File: src/hdl/swr_defines.svh
/*
 * Constants of the switch register page: register addresses, field
 * positions, reset values and the identity layout.
 * Assumes nothing of its surroundings.
 */
`ifndef SWR_DEFINES_SVH
`define SWR_DEFINES_SVH

// ==========================================================
// register page addresses
`define SWR_ADDR_PIN_STATE 16'h0088
`define SWR_ADDR_OUT_LATCH 16'h0089
`define SWR_ADDR_ACT_LATCH 16'h008A
`define SWR_ADDR_MASK 16'h008B
`define SWR_ADDR_POLARITY 16'h008C
`define SWR_ADDR_CTRL 16'h008D
`define SWR_ADDR_FF_LO 16'h008E
`define SWR_ADDR_PAGE_END 16'h008F

// ==========================================================
// control/status fields
`define SWR_CTRL_PLS 0
`define SWR_CTRL_CT 1
`define SWR_CTRL_PIN_MODE 2
`define SWR_CTRL_PORL 3
`define SWR_CTRL_VCCP 7
`define SWR_CTRL_WR_MASK 8'h0F

// ==========================================================
// reset values and fixed data
`define SWR_RST_ACT 8'h00
`define SWR_RST_MASK 8'h00
`define SWR_RST_POL 8'h00
`define SWR_RST_CTRL 8'h08
`define SWR_READ_FF 8'hFF
`define SWR_UNDEF_DATA 8'h00
`define SWR_CRC_INIT 8'h00

// ==========================================================
// identity layout
`define SWR_ID_BITS 64
`define SWR_ID_DATA_BITS 56
`define SWR_SERIAL_BITS 48

`endif

File: src/hdl/swr_pkg.sv
/*
 * Types shared by the switch register page files.
 * Assumes swr_defines.svh for the numbers.
 */
package swr_pkg;

  // page access from the serial command engine
  typedef struct packed {
    logic rd;
    logic wr;
    logic [15:0] addr;
    logic [7:0] wdata;
  } swr_req_t;

  // command events from the serial command engine
  typedef struct packed {
    logic chan_write;
    logic [7:0] chan_data;
    logic reset_activity;
    logic sample_pins;
    logic overdrive_cmd;
    logic esd_reinit;
  } swr_evt_t;

  typedef enum logic [1:0] {
    SWR_SPEED_STD,
    SWR_SPEED_OD,
    SWR_SPEED_HOLD
  } swr_speed_t;

endpackage

File: src/hdl/swr_page.sv
/*
 * Register page of the eight channel switch: pin state, output and
 * activity latches, search mask, polarity and control, plus the
 * reset-or-strobe pin and the identity store.
 * Assumes a serial command engine that decodes function commands,
 * drives page reads and writes, and signals command events.
 */
`include "swr_defines.svh"
`timescale 1ns/1ps
`default_nettype none

module swr_page #(
  parameter int NCH = 8,
  parameter logic [7:0] FAMILY = 8'h5A, // arbitrary value
  parameter logic [47:0] SERIAL = 48'h0000_0000_0001 // arbitrary value
) (
  // clock and power-on reset
  input wire logic clk_sys,
  input wire logic nrst,
  // command engine
  input wire logic rom_done,
  input wire swr_pkg::swr_req_t req,
  input wire swr_pkg::swr_evt_t evt,
  output logic [7:0] rdata,
  output logic ctrl_open,
  output logic overdrive,
  // identity
  input wire logic id_bit_next,
  input wire logic id_restart,
  output logic id_bit,
  output logic [63:0] id_code,
  output logic id_valid,
  // channel pins, open drain
  input wire logic [NCH-1:0] channel_io_in,
  output logic [NCH-1:0] channel_io_oe,
  // reset-or-strobe pin, open drain
  input wire logic reset_or_strobe_pin_in,
  input wire logic strobe_req,
  output logic reset_or_strobe_pin_oe,
  // supply status and search result
  input wire logic vcc_powered,
  output logic search_hit
);

  logic [7:0] pin_q, pin_d;
  logic [NCH-1:0] out_q, out_d;
  logic [NCH-1:0] act_q, act_d;
  logic [7:0] mask_q, mask_d;
  logic [7:0] pol_q, pol_d;
  logic [3:0] ctrl_q, ctrl_d;
  logic open_q, open_d;
  swr_pkg::swr_speed_t spd_q, spd_d;
  logic [NCH-1:0] pin_prev_q;
  logic [7:0] rdata_q, rdata_d;
  logic pulse_q, pulse_d;
  logic prime_q;
  logic [NCH-1:0] act_set;
  logic pin_reset;
  logic [NCH-1:0] chan_src, chan_match;
  logic [7:0] ctrl_rd;

  // ==========================================================
  // identity store
  swr_idrom #(
    .FAMILY(FAMILY),
    .SERIAL(SERIAL)
  ) u_id (
    .clk_sys(clk_sys),
    .nrst(nrst),
    .bit_next(id_bit_next),
    .bit_restart(id_restart),
    .id_bit(id_bit),
    .id_code(id_code),
    .id_valid(id_valid)
  );

  // ==========================================================
  // reset-or-strobe pin
  assign pin_reset = !ctrl_q[`SWR_CTRL_PIN_MODE] && !reset_or_strobe_pin_in;
  assign reset_or_strobe_pin_oe = pulse_q;

  always_comb begin
    pulse_d = 1'b0;
    // only channel commands strobe; page reads never do
    if (ctrl_q[`SWR_CTRL_PIN_MODE] && strobe_req) begin
      pulse_d = 1'b1;
    end
  end

  // ==========================================================
  // command sequencing and speed
  always_comb begin
    open_d = open_q;
    spd_d = spd_q;
    if (rom_done) begin
      open_d = 1'b1;
    end
    if (evt.overdrive_cmd && spd_q == swr_pkg::SWR_SPEED_STD) begin
      spd_d = swr_pkg::SWR_SPEED_OD;
    end
  end

  // ==========================================================
  // channel latches
  // no previous pin sample in the first cycle after reset
  assign act_set = prime_q ? (channel_io_in ^ pin_prev_q) : '0;

  always_comb begin
    out_d = out_q;
    act_d = act_q;
    pin_d = pin_q;
    if (evt.sample_pins) begin
      pin_d = 8'(channel_io_in);
    end
    if (evt.chan_write) begin
      out_d = evt.chan_data[NCH-1:0];
    end
    if (pin_reset) begin
      out_d = '1;
    end
    if (pin_reset || (evt.reset_activity && open_q)) begin
      act_d = '0;
    end
    // a change in the clearing cycle still sets its bit
    act_d = act_d | act_set;
  end

  // ==========================================================
  // search registers, writable only via the search write command
  always_comb begin
    mask_d = mask_q;
    pol_d = pol_q;
    ctrl_d = ctrl_q;
    if (req.wr && open_q) begin
      unique case (req.addr)
        `SWR_ADDR_MASK: mask_d = req.wdata;
        `SWR_ADDR_POLARITY: pol_d = req.wdata;
        `SWR_ADDR_CTRL: begin
          ctrl_d[2:0] = req.wdata[2:0];
          // power-on latch can only be cleared by software
          ctrl_d[3] = ctrl_q[3] & req.wdata[3];
        end
        default: ;
      endcase
    end
  end

  // ==========================================================
  // read mux
  assign ctrl_rd = {vcc_powered, 3'h0, ctrl_q};

  always_comb begin
    rdata_d = `SWR_UNDEF_DATA;
    unique case (req.addr)
      `SWR_ADDR_PIN_STATE: rdata_d = pin_q;
      `SWR_ADDR_OUT_LATCH: rdata_d = 8'(out_q);
      `SWR_ADDR_ACT_LATCH: rdata_d = 8'(act_q);
      `SWR_ADDR_MASK: rdata_d = mask_q;
      `SWR_ADDR_POLARITY: rdata_d = pol_q;
      `SWR_ADDR_CTRL: rdata_d = ctrl_rd;
      `SWR_ADDR_FF_LO, `SWR_ADDR_PAGE_END: rdata_d = `SWR_READ_FF;
      default: rdata_d = `SWR_UNDEF_DATA;
    endcase
    if (!req.rd) begin
      rdata_d = rdata_q;
    end
  end

  // ==========================================================
  // conditional search qualification
  assign chan_src = ctrl_q[`SWR_CTRL_PLS] ? act_q : channel_io_in;
  assign chan_match = ~(chan_src ^ pol_q[NCH-1:0]);

  always_comb begin
    if (ctrl_q[`SWR_CTRL_PORL]) begin
      search_hit = 1'b1;
    end else if (ctrl_q[`SWR_CTRL_CT]) begin
      search_hit = &(chan_match | ~mask_q[NCH-1:0]);
    end else begin
      search_hit = |(chan_match & mask_q[NCH-1:0]);
    end
  end

  // ==========================================================
  // registers; all volatile, cleared by power-on except the power-on latch, which is set, act_q also by the reset pin
  always_ff @(posedge clk_sys or negedge nrst) begin
    if (!nrst) begin
      act_q <= '0;
      mask_q <= `SWR_RST_MASK;
      pol_q <= `SWR_RST_POL;
      ctrl_q <= 4'(`SWR_RST_CTRL);
      open_q <= 1'b0;
      spd_q <= swr_pkg::SWR_SPEED_STD;
      pin_q <= 8'h00;
      pin_prev_q <= '0;
      prime_q <= 1'b0;
      rdata_q <= 8'h00;
      pulse_q <= 1'b0;
    end else begin
      act_q <= act_d;
      mask_q <= mask_d;
      pol_q <= pol_d;
      ctrl_q <= ctrl_d;
      open_q <= open_d;
      spd_q <= spd_d;
      pin_q <= pin_d;
      pin_prev_q <= channel_io_in;
      prime_q <= 1'b1;
      rdata_q <= rdata_d;
      pulse_q <= pulse_d;
    end
  end

  // output latch is not power-on cleared and ignores ESD reinit
  always_ff @(posedge clk_sys) begin
    out_q <= out_d;
  end

  assign channel_io_oe = ~out_q;
  assign rdata = rdata_q;
  assign ctrl_open = open_q;
  assign overdrive = (spd_q == swr_pkg::SWR_SPEED_OD);
endmodule
`default_nettype wire

File: src/hdl/swr_crc8.sv
/*
 * Bit-serial identity check value generator, poly x^8+x^5+x^4+1.
 * Assumes data bits are offered least significant bit first.
 */
`include "swr_defines.svh"
`timescale 1ns/1ps
`default_nettype none

module swr_crc8 (
  // clock and reset
  input wire logic clk_sys,
  input wire logic nrst,
  // control
  input wire logic clear,
  input wire logic shift_en,
  input wire logic din,
  // result
  output logic [7:0] crc,
  output logic zero
);

  logic [7:0] crc_q;
  logic [7:0] crc_d;
  logic fb;

  // ==========================================================
  // shift register with xor feedback
  always_comb begin
    fb = crc_q[0] ^ din;
    crc_d = crc_q;
    if (clear) begin
      crc_d = `SWR_CRC_INIT;
    end else if (shift_en) begin
      crc_d = {fb, crc_q[7:1]} ^ {4'h0, fb, fb, 2'h0};
    end
  end

  always_ff @(posedge clk_sys or negedge nrst) begin
    if (!nrst) begin
      crc_q <= `SWR_CRC_INIT;
    end else begin
      crc_q <= crc_d;
    end
  end

  assign crc = crc_q;
  assign zero = (crc_q == 8'h00);
endmodule
`default_nettype wire

File: src/hdl/swr_idrom.sv
/*
 * Identity store: family, serial and its check byte, shifted out
 * least significant bit first, with a self check at reset release.
 * Assumes swr_crc8 and the shared constants.
 */
`include "swr_defines.svh"
`timescale 1ns/1ps
`default_nettype none

module swr_idrom #(
  parameter logic [7:0] FAMILY = 8'h5A, // arbitrary value
  parameter logic [47:0] SERIAL = 48'h0000_0000_0001 // arbitrary value
) (
  // clock and reset
  input wire logic clk_sys,
  input wire logic nrst,
  // serial read of the identity
  input wire logic bit_next,
  input wire logic bit_restart,
  output logic id_bit,
  // full identity and check
  output logic [63:0] id_code,
  output logic id_valid
);

  typedef enum {ST_GEN, ST_CHK, ST_DONE} swr_id_st_t;
  swr_id_st_t st_q, st_d;
  logic [5:0] cnt_q, cnt_d;
  logic [7:0] chk_q, chk_d;
  logic [5:0] pos_q, pos_d;
  logic valid_q, valid_d;
  logic [55:0] data56;
  logic crc_din, crc_clr, crc_sh, crc_zero;
  logic [7:0] crc_val;

  assign data56 = {SERIAL, FAMILY};

  swr_crc8 u_crc (
    .clk_sys(clk_sys),
    .nrst(nrst),
    .clear(crc_clr),
    .shift_en(crc_sh),
    .din(crc_din),
    .crc(crc_val),
    .zero(crc_zero)
  );

  // ==========================================================
  // generate the check byte, then verify by shifting it back in
  always_comb begin
    st_d = st_q;
    cnt_d = cnt_q;
    chk_d = chk_q;
    valid_d = valid_q;
    crc_clr = 1'b0;
    crc_sh = 1'b0;
    crc_din = 1'b0;
    unique case (st_q)
      ST_GEN: begin
        crc_sh = 1'b1;
        crc_din = data56[cnt_q];
        cnt_d = cnt_q + 6'h01;
        if (cnt_q == 6'(`SWR_ID_DATA_BITS - 1)) begin
          st_d = ST_CHK;
          cnt_d = 6'h00;
        end
      end
      ST_CHK: begin
        if (cnt_q == 6'h00) begin
          chk_d = crc_val;
        end
        crc_sh = 1'b1;
        crc_din = (cnt_q == 6'h00) ? crc_val[0] : chk_q[cnt_q[2:0]];
        cnt_d = cnt_q + 6'h01;
        if (cnt_q == 6'h07) begin
          st_d = ST_DONE;
        end
      end
      ST_DONE: begin
        valid_d = crc_zero;
        st_d = ST_DONE;
      end
    endcase
  end

  always_ff @(posedge clk_sys or negedge nrst) begin
    if (!nrst) begin
      st_q <= ST_GEN;
      cnt_q <= 6'h00;
      chk_q <= 8'h00;
      valid_q <= 1'b0;
    end else begin
      st_q <= st_d;
      cnt_q <= cnt_d;
      chk_q <= chk_d;
      valid_q <= valid_d;
    end
  end

  // ==========================================================
  // serial output pointer
  always_comb begin
    pos_d = pos_q;
    if (bit_restart) begin
      pos_d = 6'h00;
    end else if (bit_next) begin
      pos_d = pos_q + 6'h01;
    end
  end

  always_ff @(posedge clk_sys or negedge nrst) begin
    if (!nrst) begin
      pos_q <= 6'h00;
    end else begin
      pos_q <= pos_d;
    end
  end

  assign id_code = {chk_q, data56};
  assign id_bit = id_code[pos_q];
  assign id_valid = valid_q;
endmodule
`default_nettype wire

File: config.mk
export PLATFORM = sky130hd
export DESIGN_NAME = swr_page
export DESIGN_NICKNAME = d
export VERILOG_FILES = /design/src/hdl/swr_pkg.sv /design/src/hdl/swr_page.sv /design/src/hdl/swr_crc8.sv /design/src/hdl/swr_idrom.sv
export VERILOG_INCLUDE_DIRS = /design/src /design/src/hdl
export SDC_FILE = /design/constraint.sdc
export NUM_CORES = 1
export LEC_CHECK = 0
export ABC_AREA = 1
export BUFFER_PORTS_ARGS = -buffer_cell sky130_fd_sc_hd__buf_2
export CELL_PAD_IN_SITES_DETAIL_PLACEMENT = 1
export CELL_PAD_IN_SITES_GLOBAL_PLACEMENT = 1
export CORE_MARGIN = 2
export CORE_UTILIZATION = 42
export DETAILED_ROUTE_END_ITERATION = 16
export PLACE_DENSITY_LB_ADDON = 0.1
export SKIP_LAST_GASP = 1
export SLEW_MARGIN = 0
export SYNTH_ARGS = -nofsm -noshare
export SYNTH_HDL_FRONTEND = slang
export SYNTH_SLANG_ARGS = --single-unit
File: constraint.sdc
create_clock -name clk_sys -period 3.75 [get_ports clk_sys]
set_input_delay 0 -clock clk_sys [delete_from_list [all_inputs] [get_ports clk_sys]]
set_output_delay 0 -clock clk_sys [all_outputs]
set_load 0.01 [all_outputs]
---- Yosys cells after proc, flatten, opt, wreduce, memory -nomap -nowiden ----
Memory sizes are Yosys's and may differ from the RTL's.
Index checks and enable logic that the tools add are counted.
storage, ports and cells
  register bits ........................... 125
  bits in latches ......................... 0
  RAM bits ................................ 0
  ROM bits ................................ 64
  output and inout port bits .............. 86
  word-level logic and storage cells ...... 94
  memories ................................ 1
operators by class
  add/subtract/negate cells ............... 2
  multipliers ............................. 0
  div/mod/pow operators ................... 0
  order comparisons ....................... 3
  equal/unequal tests ..................... 14
  shift operators ......................... 0
  multiplexer cells ....................... 22
  bitwise gates (word level) .............. 11
  reductions and logical operators ........ 23
memories
  memory           words  width  rd ports  clocked after memory_dff  write ports  RTL line         source
  (no name shown)  64     1      1         0                         0            swr_idrom.sv:61  crc_din = data56[cnt_q];
operators with widths
  operator               count
  $eq A16 B8 Y1 const B  8
  $pmux W32 S3           1
  $mux W32               2
  $pmux W8 S7            1
  $eq A32 B1 Y1 const B  1
  $eq A32 B2 Y1 const B  1
  $logic_not A32 Y1      1
  $mux W8                3
  $not A8 Y8             3
  $mux W6                3
  $or A8 B8 Y8           2
  $xor A8 B8 Y8          2
  $lt A6 B7 Y1 const B   2
  $add A6 B1 Y6 const B  2
  $pmux W6 S2            1
  $reduce_and A2 Y1      5
  $and A8 B8 Y8          1
  $logic_not A8 Y1       1
  $mux W1                8
  $reduce_and A8 Y1      1
  $reduce_or A8 Y1       1
  $xor A8 B4 Y8          1
  $bmux W1 S6            1
  $eq A6 B3 Y1 const B   1
  14 further kinds       22

---- Logic depth before layout (Yosys ltp) ----
Gate-level depths: netlist (run 1).
  depth after elaboration ................. 7
  depth in mapped cells ................... 13
  depth with buffers taken out ............ 13

---- By module ----
A second synthesis (run 1) with hierarchy kept.
unflattened totals
  cell total of the unflattened synthesis .. 751
  area total of the unflattened synthesis .. 5698.0 µm²
by module, submodules not included
  module     times used  cells each  area an instance (µm²)
  swr_page   1           454         3444.6
  swr_idrom  1           250         1854.3
  swr_crc8   1           47          399.1

---- Worst setup path after synthesis (run 1) ----
No wires, ideal clock.
  path type ............................... flip-flop to flip-flop
  start point ............................. register u_id.cnt_q[0]
  end point ............................... register u_id.u_crc.crc_q[7] (netlist: u_id.u_crc.crc[7])
  library setup time ...................... 0.128 ns
  data arrival time ....................... 1.555 ns
  required time ........................... 3.622 ns
  slack ................................... 2.067 ns
  cell stages (with the launch flop) ...... 12
  path buffers ............................ 0
  period minus slack after synthesis ...... 1.683 ns
  cells stage by stage .................... dfrtp_1 -> inv_2 -> ha_1 -> inv_1 -> nor2_1 -> nand4_1 -> nor2_1 -> nor2_1 -> nand2_1 -> nand2_1 -> nand3_1 -> o21ai_0
on the way
  longest elaborated chain between the ends .. 6
  elaborated cells on any way between the ends .. 9
  classes of those cells .................. mux (5); bitwise (2); reduce/logical (1); memory (1)
ends and longest elaborated chain
  item                                                                    RTL line         source
  start: declaration                                                      swr_idrom.sv:28  logic [5:0] cnt_q, cnt_d;
  start signal: assignment                                                swr_idrom.sv:94  cnt_q <= cnt_d;
  parallel branches: the longest is 3 deep, another holds $mem_v2 Z64 W1  n/a
  $pmux W1 S2 *                                                           swr_idrom.sv:58  unique case (st_q)
  $xor A1 B1 Y1 *                                                         swr_crc8.sv:29   fb = crc_q[0] ^ din;
  $xor A8 B4 Y8 *                                                         swr_crc8.sv:34   crc_d = {fb, crc_q[7:1]} ^ {4'h0, fb, fb, 2'h0};
  end signal: assignment                                                  swr_crc8.sv:40   crc_q <= `SWR_CRC_INIT;
  end signal: assignment                                                  swr_crc8.sv:42   crc_q <= crc_d;
  end: declaration                                                        swr_crc8.sv:22   logic [7:0] crc_q;
Every way passes the cells marked *. The select of a mux whose other input is x is not followed.
A chain may end at the register's enable or synchronous reset.

---- Worst setup path after layout (run 1) ----
Ends and elaborated chain as after synthesis.

==> impl_metrics.env, run 1 <==
export IMPL_clock_sinks=95
export IMPL_ys_types=39
export IMPL_setup_tns_ns=0
export IMPL_ff2ff_setup_slack_ns=1.46
export IMPL_p_int_mw=1.64
export IMPL_dr_pass1_iters=4
export IMPL_synth_xor_area_share=0.0192
export IMPL_placementRows=41
export IMPL_drv_slew=0
export IMPL_critPathSlowestCell="dfrtp_1"
export IMPL_netlist_top_cell_by_area="dfrtp_1"
export IMPL_mostFrequentLayoutCell="nand2_1"
export IMPL_syn_inst=699
export IMPL_synth_compound_area_share=0.119
export IMPL_cts_post_setup_buffers_inserted=0
export IMPL_path_buf_inv=2
export IMPL_period_needed_ns=2.29
export IMPL_h_tree_depth=3
export IMPL_fp_dieH_um=118
export IMPL_clk_latency_ns=0.36
export IMPL_clkPwrFrac=0.393
export IMPL_critical_path_class="flop to flop"
export IMPL_drt_iter0_markers=170
export IMPL_path_cells="inv_2 -> ha_1 -> inv_1 -> nor2_1 -> nand4_1 -> nor2_1 -> nor2_1 -> nand2_1 -> nand2_1 -> nand3_1 -> o21ai_0"
export IMPL_min_period_over_period=0.611
export IMPL_synthAdderAreaFrac=0.0183
export IMPL_cp_common_cell="nor2_1"
export IMPL_antenna_left=0
export IMPL_tightest_slew_ns=0.891
export IMPL_drive_gt1_frac=0.172
export IMPL_fin_skew_ns=0.00745
export IMPL_synth_top_area_frac=0.393
export IMPL_antenna_found_initial=0
export IMPL_startpoint_type="flop"
export IMPL_via_per_inst=4.81
export IMPL_syn_area_um2=5470
export IMPL_arrival_ns=2.53
export IMPL_grt_first_pass_wirelength_mm=24.2
export IMPL_cts_root_buffer_cell="clkbuf_16"
export IMPL_hold_viol=0
export IMPL_place_gp_congestion=0.789
export IMPL_crit_family="simple AND/OR/NAND/NOR gates"
export IMPL_core_area_um2=12700
export IMPL_synth_top_family_by_area="simple AND/OR/NAND/NOR gates"
export IMPL_synthMuxAreaShare=0.00206
export IMPL_synth_seq_cells=95
export IMPL_rsz0062_at_grt="no"
export IMPL_p_per_area_nw_per_um2=360
export IMPL_portBuffers=83
export IMPL_vias=4752
export IMPL_grt_overflow_total=0
export IMPL_hold_slack_ns=0.0310
export IMPL_slew_headroom=0.404
export IMPL_synthArstFlopShare=0.916
export IMPL_hold_path_class="input port to flop"
export IMPL_swShare=0.288
export IMPL_ys_flop_type="dfrtp_1"
export IMPL_cts_tree="yes"
export IMPL_grt_pass1_vias=5006
export IMPL_grt_usage=0.216
export IMPL_clkTransAtPathRegs_ns=0.07
export IMPL_leakage_nw=3.31
export IMPL_setup_viol=0
export IMPL_cp_data_required_time_ns=3.98
export IMPL_grt_max_degree=58
export IMPL_synth_seq_area_share=0.427
export IMPL_syn_to_final_growth_pct=17.1
export IMPL_die_area_um2=14000
export IMPL_switchingPower_mw=0.665
export IMPL_combPwrFrac=0.132
export IMPL_dieWidth_um=118
export IMPL_cts_max_path_buffers=2
export IMPL_max_stage_delay_ns=0.47
export IMPL_initial_core_util=0.432
export IMPL_cp_max_fo=16
export IMPL_ys_top_cells_by_area="dfrtp_1 39%, nand2_1 13%, buf_4 8.0%, inv_1 5.5%, nand3_1 4.6%"
export IMPL_cap_viol_max_count=0
export IMPL_ys_warn_count=0
export IMPL_wl_per_cell_um=14.6
export IMPL_nNetsFinal=873
export IMPL_max_vdd_ir_drop_mv=0.211
export IMPL_dp_hpwl_mm=10.6
export IMPL_syn_avg_cell_area_um2=7.83
export IMPL_status="finished, final reports clean"
export IMPL_mostFrequentLayoutCells="189 x nand2_1, 86 x dfrtp_1, 82 x buf_2, 80 x inv_1, 57 x conb_1"
export IMPL_diodes=0
export IMPL_synth_edff_count=0
export IMPL_timing_fmax_mhz=436
export IMPL_worst_setup_path_end_kind="flop"
export IMPL_cts_buffers_inserted=9
export IMPL_ios=141
export IMPL_drt_total_wl_mm=14.4
export IMPL_pwr_share_seq=0.475
export IMPL_drc=0
export IMPL_yosys_area_share_simple=0.262
## area by class of cell
class,count,area [um^2]
Fill cell,1611,6260
Clock inverter,7,63.8
Sequential cell,95,2340
Tap cell,172,215
Multi-Input combinational cell,506,2520
Clock buffer,9,225
Inverter,83,312
Timing Repair Buffer,115,736
## path summary, 6_finish.rpt
check | cells past startpoint | from | endpoint
setup / recovery | 11 | u_id.cnt_q[0] | u_id.u_crc.crc[7]
setup reg to reg | 11 | u_id.cnt_q[0] | u_id.u_crc.crc[7]
hold / removal | 3 | evt[2] | pin_q[6]
max in group asynchronous | 3 | nrst | u_id.chk_q[2]
min in group asynchronous | 2 | nrst | reset_or_strobe_pin_oe
hold reg to reg | 1 | spd_q[0] | spd_q[0]
## metrics by stage
stage	power (mW)	cell area (um^2)	setup slack, ns	std cells	util
finish	2.31	6410	1.46	987	0.506
global route	2.42	6410	1.19	987	0.506
CTS	2.34	6410	1.45	987	0.506
detailed placement	1.40	5810	1.47	940	0.458
global placement	1.38	5810	1.55	940	0.458
floorplan	1.32	5680	2.07	754	-
## worst register-to-register path: cells and delay by family, from the launching register on
kind	cells	cell delay [ns]
buffers and inverters	2	0.21
and+or+nand+nor	7	1.20
DFF	1	0.47
AOI/OAI and AO/OA	1	0.10
adders and majority gates	1	0.19
## logic make-up (layout without fill, tap and decap cells)
group	after synthesis	in the layout
AND/OR/NAND/NOR	328	328
buffers and inverters	153	214
AO/OA/AOI/OAI	100	100
flip-flops	95	95
XOR/XNOR	12	12
adder cells (fa/ha/maj)	8	8
other	2	57
multiplexers	1	1
## power by group through the flow
stage / Combinational [mW] / Clock (mW) / Sequential (mW)
after floorplan: 0.217 / 0 / 1.11
after global placement: 0.269 / 0 / 1.11
after detailed placement: 0.281 / 0 / 1.12
after CTS: 0.306 / 0.935 / 1.10
after global routing: 0.345 / 0.969 / 1.10
final: 0.305 / 0.908 / 1.10
## cell usage after synthesis (3+ instances only)
library cell,number
o21ai_0,42
xor2_1,5
o22ai_1,7
o21a_1,6
buf_4,58
inv_1,80
o21ai_2,18
xnor2_1,7
o211ai_1,9
nor3_1,12
clkbuf_1,7
ha_1,8
a21oi_1,8
nand3_4,3
or2_2,3
nor2_1,56
dfrtp_1,86
nand2_1,189
dfxtp_1,8
buf_6,4
a32o_1,5
nand3_1,50
nand2_2,5
## per-layer routing
| metal | up-vias | wire length [um] | GRT usage |
|---|---|---|---|
| li1 | 2348 | - | - |
| met5 | - | 0 | 0 |
| met3 | 13 | 436 | 0.0359 |
| met2 | 88 | 7790 | 0.408 |
| met4 | 0 | 181 | 0.0655 |
| met1 | 2303 | 6030 | 0.248 |
## sequential cells by signal (all words and copies together), names as in the netlist, 2 cells and up
| register | flops |
|---|---|
| act_q | 8 |
| u_id.chk_q | 8 |
| u_id.u_crc.crc | 8 |
| u_id.pos_q | 6 |
| mask_q | 8 |
| u_id.st_q | 2 |
| out_q | 8 |
| pin_prev_q | 8 |
| pol_q | 8 |
| u_id.cnt_q | 6 |
| pin_q | 8 |
| rdata | 8 |
| ctrl_q | 4 |
## repair_timing
action,in CTS,in global routing
endpoints found under the hold margin,123,0
resized for setup,0,0
hold buffers,31,0
Power figures use the tool's default switching activity.
==> inputs of run 2 (changes only) <==
--- a/config.mk
+++ b/config.mk
@@ -6,12 +6,12 @@
 export SDC_FILE = /design/constraint.sdc
 export NUM_CORES = 1
 export LEC_CHECK = 0
-export ABC_AREA = 1
+export ABC_AREA = 0
 export BUFFER_PORTS_ARGS = -buffer_cell sky130_fd_sc_hd__buf_2
 export CELL_PAD_IN_SITES_DETAIL_PLACEMENT = 1
 export CELL_PAD_IN_SITES_GLOBAL_PLACEMENT = 1
 export CORE_MARGIN = 2
-export CORE_UTILIZATION = 42
+export CORE_UTILIZATION = 41
 export DETAILED_ROUTE_END_ITERATION = 16
 export PLACE_DENSITY_LB_ADDON = 0.1
 export SKIP_LAST_GASP = 1
==> constraint.sdc (replaced) <==
create_clock -name clk_sys -period 2.3 [get_ports clk_sys]
set_input_delay 0 -clock clk_sys [delete_from_list [all_inputs] [get_ports clk_sys]]
set_output_delay 0 -clock clk_sys [all_outputs]
set_load 0.01 [all_outputs]
==> impl_metrics.env, run 2 <==
export IMPL_cts_root_buffer_cell="clkbuf_16"
export IMPL_synth_seq_cells=95
export IMPL_clock_sinks=95
export IMPL_max_vdd_ir_drop_mv=0.560
export IMPL_drive_gt1_frac=0.283
export IMPL_syn_area_um2=5090
export IMPL_synth_most_common_cell="dfrtp_1"
export IMPL_grt_overflow_total=0
export IMPL_synth_top_area_frac=0.423
export IMPL_ys_types=60
export IMPL_cp_data_required_time_ns=2.30
export IMPL_drv_slew=0
export IMPL_startpoint_type="flop"
export IMPL_hold_slack_ns=0.0158
export IMPL_leakage_nw=2.94
export IMPL_dr_pass1_iters=4
export IMPL_worst_slack_ns=0.0912
export IMPL_synth_commonest_cells="86 x dfrtp_1, 59 x buf_4, 37 x nand2_1"
export IMPL_ys_warn_count=0
export IMPL_syn_avg_cell_area_um2=10.9
export IMPL_cts_buffers_inserted=9
export IMPL_dpl_cell_area_um2=5550
export IMPL_grt_usage=0.205
export IMPL_placementRows=40
export IMPL_syn_inst=467
export IMPL_dp_hpwl_mm=9.46
export IMPL_dp_cells=719
export IMPL_diodes=0
export IMPL_status="finished, final reports clean"
export IMPL_drt_iter0_markers=166
export IMPL_ys_top_cells_by_area="dfrtp_1 42%, buf_4 8.7%, mux2_2 8.0%, xor2_1 3.4%, dfxtp_1 3.1%"
export IMPL_dieWidth_um=115
export IMPL_synth_edff_count=0
export IMPL_final_seq_area_um2=2340
export IMPL_mostFrequentLayoutCell="dfrtp_1"
export IMPL_setup_tns_ns=0
export IMPL_place_gp_congestion=0.825
export IMPL_place_ws_ns=0.221
export IMPL_multi_input_area_um2=2380
export IMPL_portBuffers=83
export IMPL_core_area_um2=12100
export IMPL_period_needed_ns=2.21
export IMPL_grt_max_degree=38
export IMPL_critical_path_class="flop to output port"
export IMPL_mostFrequentLayoutCells="85 x dfrtp_1, 82 x buf_2, 57 x conb_1, 37 x nand2_1, 36 x mux2_2"
export IMPL_timing_fmax_mhz=453
export IMPL_min_period_over_period=0.960
export IMPL_arrival_ns=2.21
export IMPL_vias=3798
export IMPL_nNetsFinal=656
export IMPL_clk_latency_ns=0.35
export IMPL_h_tree_depth=3
export IMPL_fin_cells=766
export IMPL_synth_seq_area_share=0.459
export IMPL_fin_area_um2=6140
export IMPL_worst_setup_path_end_kind="output port"
export IMPL_antenna_found_initial=0
export IMPL_grt_pass1_vias=3968
export IMPL_fillers=1347
export IMPL_hold_path_class="input port to flop"
export IMPL_fin_skew_ns=0.00960
export IMPL_syn_to_final_growth_pct=20.6
export IMPL_p_per_area_nw_per_um2=571
export IMPL_hold_viol=0
export IMPL_cp_max_fo=5
export IMPL_via_per_inst=4.96
export IMPL_grt_first_pass_wirelength_mm=20.8
export IMPL_antenna_left=0
export IMPL_slew_headroom=0.572
export IMPL_setup_viol=0
export IMPL_ys_flop_type="dfrtp_1"
export IMPL_cts_tree="yes"
export IMPL_finish_utilization=0.509
export IMPL_fin_total_pwr_mw=3.50
export IMPL_initial_core_util=0.422
export IMPL_ff2ff_setup_slack_ns=0.25
export IMPL_rsz0062_at_grt="yes"
export IMPL_fp_dieH_um=115
export IMPL_ios=141
export IMPL_tightest_slew_ns=0.637
export IMPL_cap_viol_max_count=0
export IMPL_clkTransAtPathRegs_ns=0.06
export IMPL_cts_max_path_buffers=2
export IMPL_netlist_top_cell_by_area="dfrtp_1"
export IMPL_drt_total_wl_mm=12.9
export IMPL_die_area_um2=13300
export IMPL_drc=0
export IMPL_wl_per_cell_um=16.8
export IMPL_synthArstFlopShare=0.916
## run 2: repair_timing
action / 4_1_cts / 5_1_grt
pin swaps: 0 / 1
endpoints found under the setup margin: 1 / 4
hold buffers: 30 / 0
buffers inserted: 0 / 1
gates resized for setup: 3 / 1
endpoints found under the hold margin: 88 / 0
## run 2: final timing paths
kind	start	to	cells after the start
worst max-delay path	ctrl_q[0]	search_hit	7
worst min-delay path	id_bit_next	u_id.pos_q[1]	3
worst max register to register	u_id.cnt_q[1]	u_id.u_crc.crc[3]	8
worst min register to register	spd_q[0]	spd_q[0]	1
max in group asynchronous	nrst	ctrl_q[3]	3
min in group asynchronous	nrst	u_id.pos_q[4]	2
## run 2: area by class of cell
cell class	instances	share of cell area
sequential	95	0.381
timing repair buffer	129	0.137
clock buffer	16	0.0442
tap	168	0.0342
multi-input combinational	332	0.388
inverter	26	0.0159
## run 2: critical path: stages, from the launching register on
cell and delay (ns):
dfrtp_2 0.45, mux2i_2 0.26, xor2_1 0.11, a22o_1 0.25
a221oi_2 0.20, a31oi_1 0.11, a311o_1 0.32, buf_2 0.16
## run 2: kinds of logic (layout without fill, tap and decap cells)
family / after synthesis / after routing / synth area share
other: 2 / 57 / 0.00147
AOI/OAI and AO/OA: 86 / 86 / 0.121
xor gates and xnor gates: 24 / 24 / 0.0413
DFF: 95 / 95 / 0.459
muxes: 52 / 52 / 0.121
buffers and inverters: 95 / 171 / 0.116
and+or+nand+nor: 105 / 105 / 0.120
adders and majority gates: 8 / 8 / 0.0197
## run 2: layer usage
metal	track usage	vias to the layer above	part of all wire
met4	0.0514	0	0.0092
met5	0	-	0
met2	0.356	90	0.52
met1	0.257	1897	0.43
li1	-	1800	-
met3	0.0518	11	0.042
## run 2: report_power, final
group | internal, mW | switching, mW | leakage [nW]
clock network | 0.796 | 0.615 | 0.131
registers | 1.72 | 0.0460 | 1.15
logic | 0.142 | 0.185 | 1.66
total | 2.66 | 0.847 | 2.94
==> inputs of run 3 (changes only) <==
--- a/config.mk
+++ b/config.mk
@@ -11,7 +11,7 @@
 export CELL_PAD_IN_SITES_DETAIL_PLACEMENT = 1
 export CELL_PAD_IN_SITES_GLOBAL_PLACEMENT = 1
 export CORE_MARGIN = 2
-export CORE_UTILIZATION = 41
+export CORE_UTILIZATION = 37
 export DETAILED_ROUTE_END_ITERATION = 16
 export PLACE_DENSITY_LB_ADDON = 0.1
 export SKIP_LAST_GASP = 1
==> constraint.sdc (replaced) <==
create_clock -name clk_sys -period 2 [get_ports clk_sys]
set_input_delay 0 -clock clk_sys [delete_from_list [all_inputs] [get_ports clk_sys]]
set_output_delay 0 -clock clk_sys [all_outputs]
set_load 0.01 [all_outputs]
==> impl_metrics.env, run 3 (synthesized netlist as in run 2, its figures left out) <==
export IMPL_status="complete, but fails checks"
export IMPL_violations="negative setup slack"
export IMPL_r2r_end="u_id.u_crc.crc[3]"
export IMPL_max_vdd_ir_drop_mv=0.382
export IMPL_vias=3849
export IMPL_dr_pass1_iters=4
export IMPL_cts_root_buffer_cell="clkbuf_16"
export IMPL_fp_dieH_um=121
export IMPL_ios=141
export IMPL_wl_per_cell_um=16.5
export IMPL_dpl_cell_area_um2=5610
export IMPL_nNetsFinal=666
export IMPL_antenna_found_initial=0
export IMPL_syn_to_final_growth_pct=25.3
export IMPL_mostFrequentLayoutCells="85 x dfrtp_1, 82 x buf_2, 57 x conb_1, 37 x nand2_1, 36 x mux2_2"
export IMPL_dp_hpwl_mm=9.69
export IMPL_cap_viol_max_count=0
export IMPL_clock_sinks=95
export IMPL_pwr_share_seq=0.458
export IMPL_timing_rr_start="u_id.cnt_q[0]"
export IMPL_worst_setup_path_end_kind="output port"
export IMPL_drt_iter0_markers=155
export IMPL_switchingPower_mw=1.02
export IMPL_grt_first_pass_wirelength_mm=20.8
export IMPL_ff2ff_setup_slack_ns=0.05
export IMPL_crit_path_end="search_hit"
export IMPL_clkPwrFrac=0.455
export IMPL_cp_data_required_time_ns=2.00
export IMPL_grt_pass1_vias=4046
export IMPL_combPwrFrac=0.087
export IMPL_arrival_ns=2.13
export IMPL_clk_latency_ns=0.35
export IMPL_hold_path_class="input port to flop"
export IMPL_initial_core_util=0.382
export IMPL_grt_usage=0.184
export IMPL_leakage_nw=3.03
export IMPL_placementRows=42
export IMPL_drc=0
export IMPL_slew_headroom=0.651
export IMPL_setup_tns_ns=-0.131
export IMPL_crit_start="ctrl_q[0]"
export IMPL_drive_gt1_frac=0.313
export IMPL_setup_viol=1
export IMPL_tightest_slew_ns=0.519
export IMPL_r2r_cells=7
export IMPL_timing_fmax_mhz=469
export IMPL_hold_slack_ns=0.0519
export IMPL_place_gp_congestion=0.773
export IMPL_hold_viol=0
export IMPL_cts_tree="yes"
export IMPL_cts_buffers_inserted=9
export IMPL_core_area_um2=13300
export IMPL_period_needed_ns=2.13
export IMPL_cts_max_path_buffers=2
export IMPL_swShare=0.231
export IMPL_drt_total_wl_mm=12.9
export IMPL_rsz0062_at_grt="yes"
export IMPL_via_per_inst=4.91
export IMPL_diodes=0
export IMPL_mostFrequentLayoutCell="dfrtp_1"
export IMPL_critical_path_class="flop to output port"
export IMPL_startpoint_type="flop"
export IMPL_drv_slew=0
export IMPL_min_period_over_period=1.07
export IMPL_dieWidth_um=121
export IMPL_grt_max_degree=48
export IMPL_antenna_left=0
export IMPL_p_per_area_nw_per_um2=693
export IMPL_fin_skew_ns=0.00546
export IMPL_die_area_um2=14700
export IMPL_fin_area_um2=6380
export IMPL_clkTransAtPathRegs_ns=0.07
export IMPL_portBuffers=83
export IMPL_grt_overflow_total=0
export IMPL_cp_max_fo=5
export IMPL_h_tree_depth=3
export IMPL_p_int_mw=3.40
export IMPL_worst_slack_ns=-0.131
-- run 3: cell types whose count changed in the layout (fill, tap and decap cells not counted), moves of 2 or more --
cell       change
buf_4          +6
buf_6          +2
bufinv_16      +3
clkbuf_1       -5
clkinv_2       +2
o21ai_0        -3
o21ai_1        +2
-- run 3: cell type report --
| class | count | area, um^2 |
|---|---|---|
| clock buffers | 10 | 239 |
| clock inverters | 6 | 108 |
| fillers | 1517 | 6970 |
| inverters | 26 | 97.6 |
| multi-input cells | 332 | 2440 |
| flip-flops and latches | 95 | 2340 |
| well taps | 176 | 220 |
| repair buffers | 139 | 936 |
-- run 3: worst min-delay path by stage --
| stage | start | end | slack (ns) | cells after the start |
|---|---|---|---|---|
| 2_1_floorplan | nrst | act_q[0] | -0.30 | 0 |
| 3_3_place_gp | nrst | u_id.pos_q[4] | -0.08 | 1 |
| 5_1_grt | evt[12] | out_q[0] | 0.07 | 2 |
| 3_5_place_dp | nrst | u_id.pos_q[5] | -0.08 | 1 |
| 6_report | evt[12] | out_q[6] | 0.05 | 3 |
| 4_1_cts | evt[12] | out_q[0] | 0.05 | 2 |
-- run 3: per-layer routing --
metal / global-route usage / vias to the layer above / part of all wire
li1: - / 1814 / -
met2: 0.334 / 87 / 0.52
met5: 0 / - / 0
met1: 0.215 / 1936 / 0.42
met4: 0.0467 / 0 / 0.015
met3: 0.0484 / 12 / 0.041
-- run 3: metrics by stage --
stage	setup WS, ns	total power [mW]	util	cells
2_1_floorplan	0.0557	2.30	-	522
3_3_place_gp	0.0456	2.39	0.420	732
3_5_place_dp	-0.0185	2.40	0.420	732
4_1_cts	-0.124	4.48	0.475	782
5_1_grt	-0.235	4.61	0.478	784
6_report	-0.131	4.42	0.478	784
-- run 3: power by group through the flow --
stage	clock [mW]	combinational (mW)	sequential, mW
3_5_place_dp	0	0.335	2.06
2_1_floorplan	0	0.263	2.04
6_report	2.01	0.384	2.03
3_3_place_gp	0	0.326	2.06
5_1_grt	2.15	0.429	2.03
4_1_cts	2.07	0.386	2.03
-- run 3: repair_timing --
item                                    in CTS  in global routing
pin swaps                                    8                  3
gates resized for setup                     11                  8
endpoints found under the setup margin       4                  4
hold buffers                                31                  0
hold endpoints to repair                   140                  0
setup buffers                                3                  2
-- run 3: worst max-delay path, stage by stage (launching register included) --
cell and delay, ns:
dfrtp_2 0.45, mux2i_1 0.24, xor2_1 0.11, a22o_1 0.23, a221oi_2 0.16, a31oi_1 0.11
a311o_1 0.32, buf_2 0.16
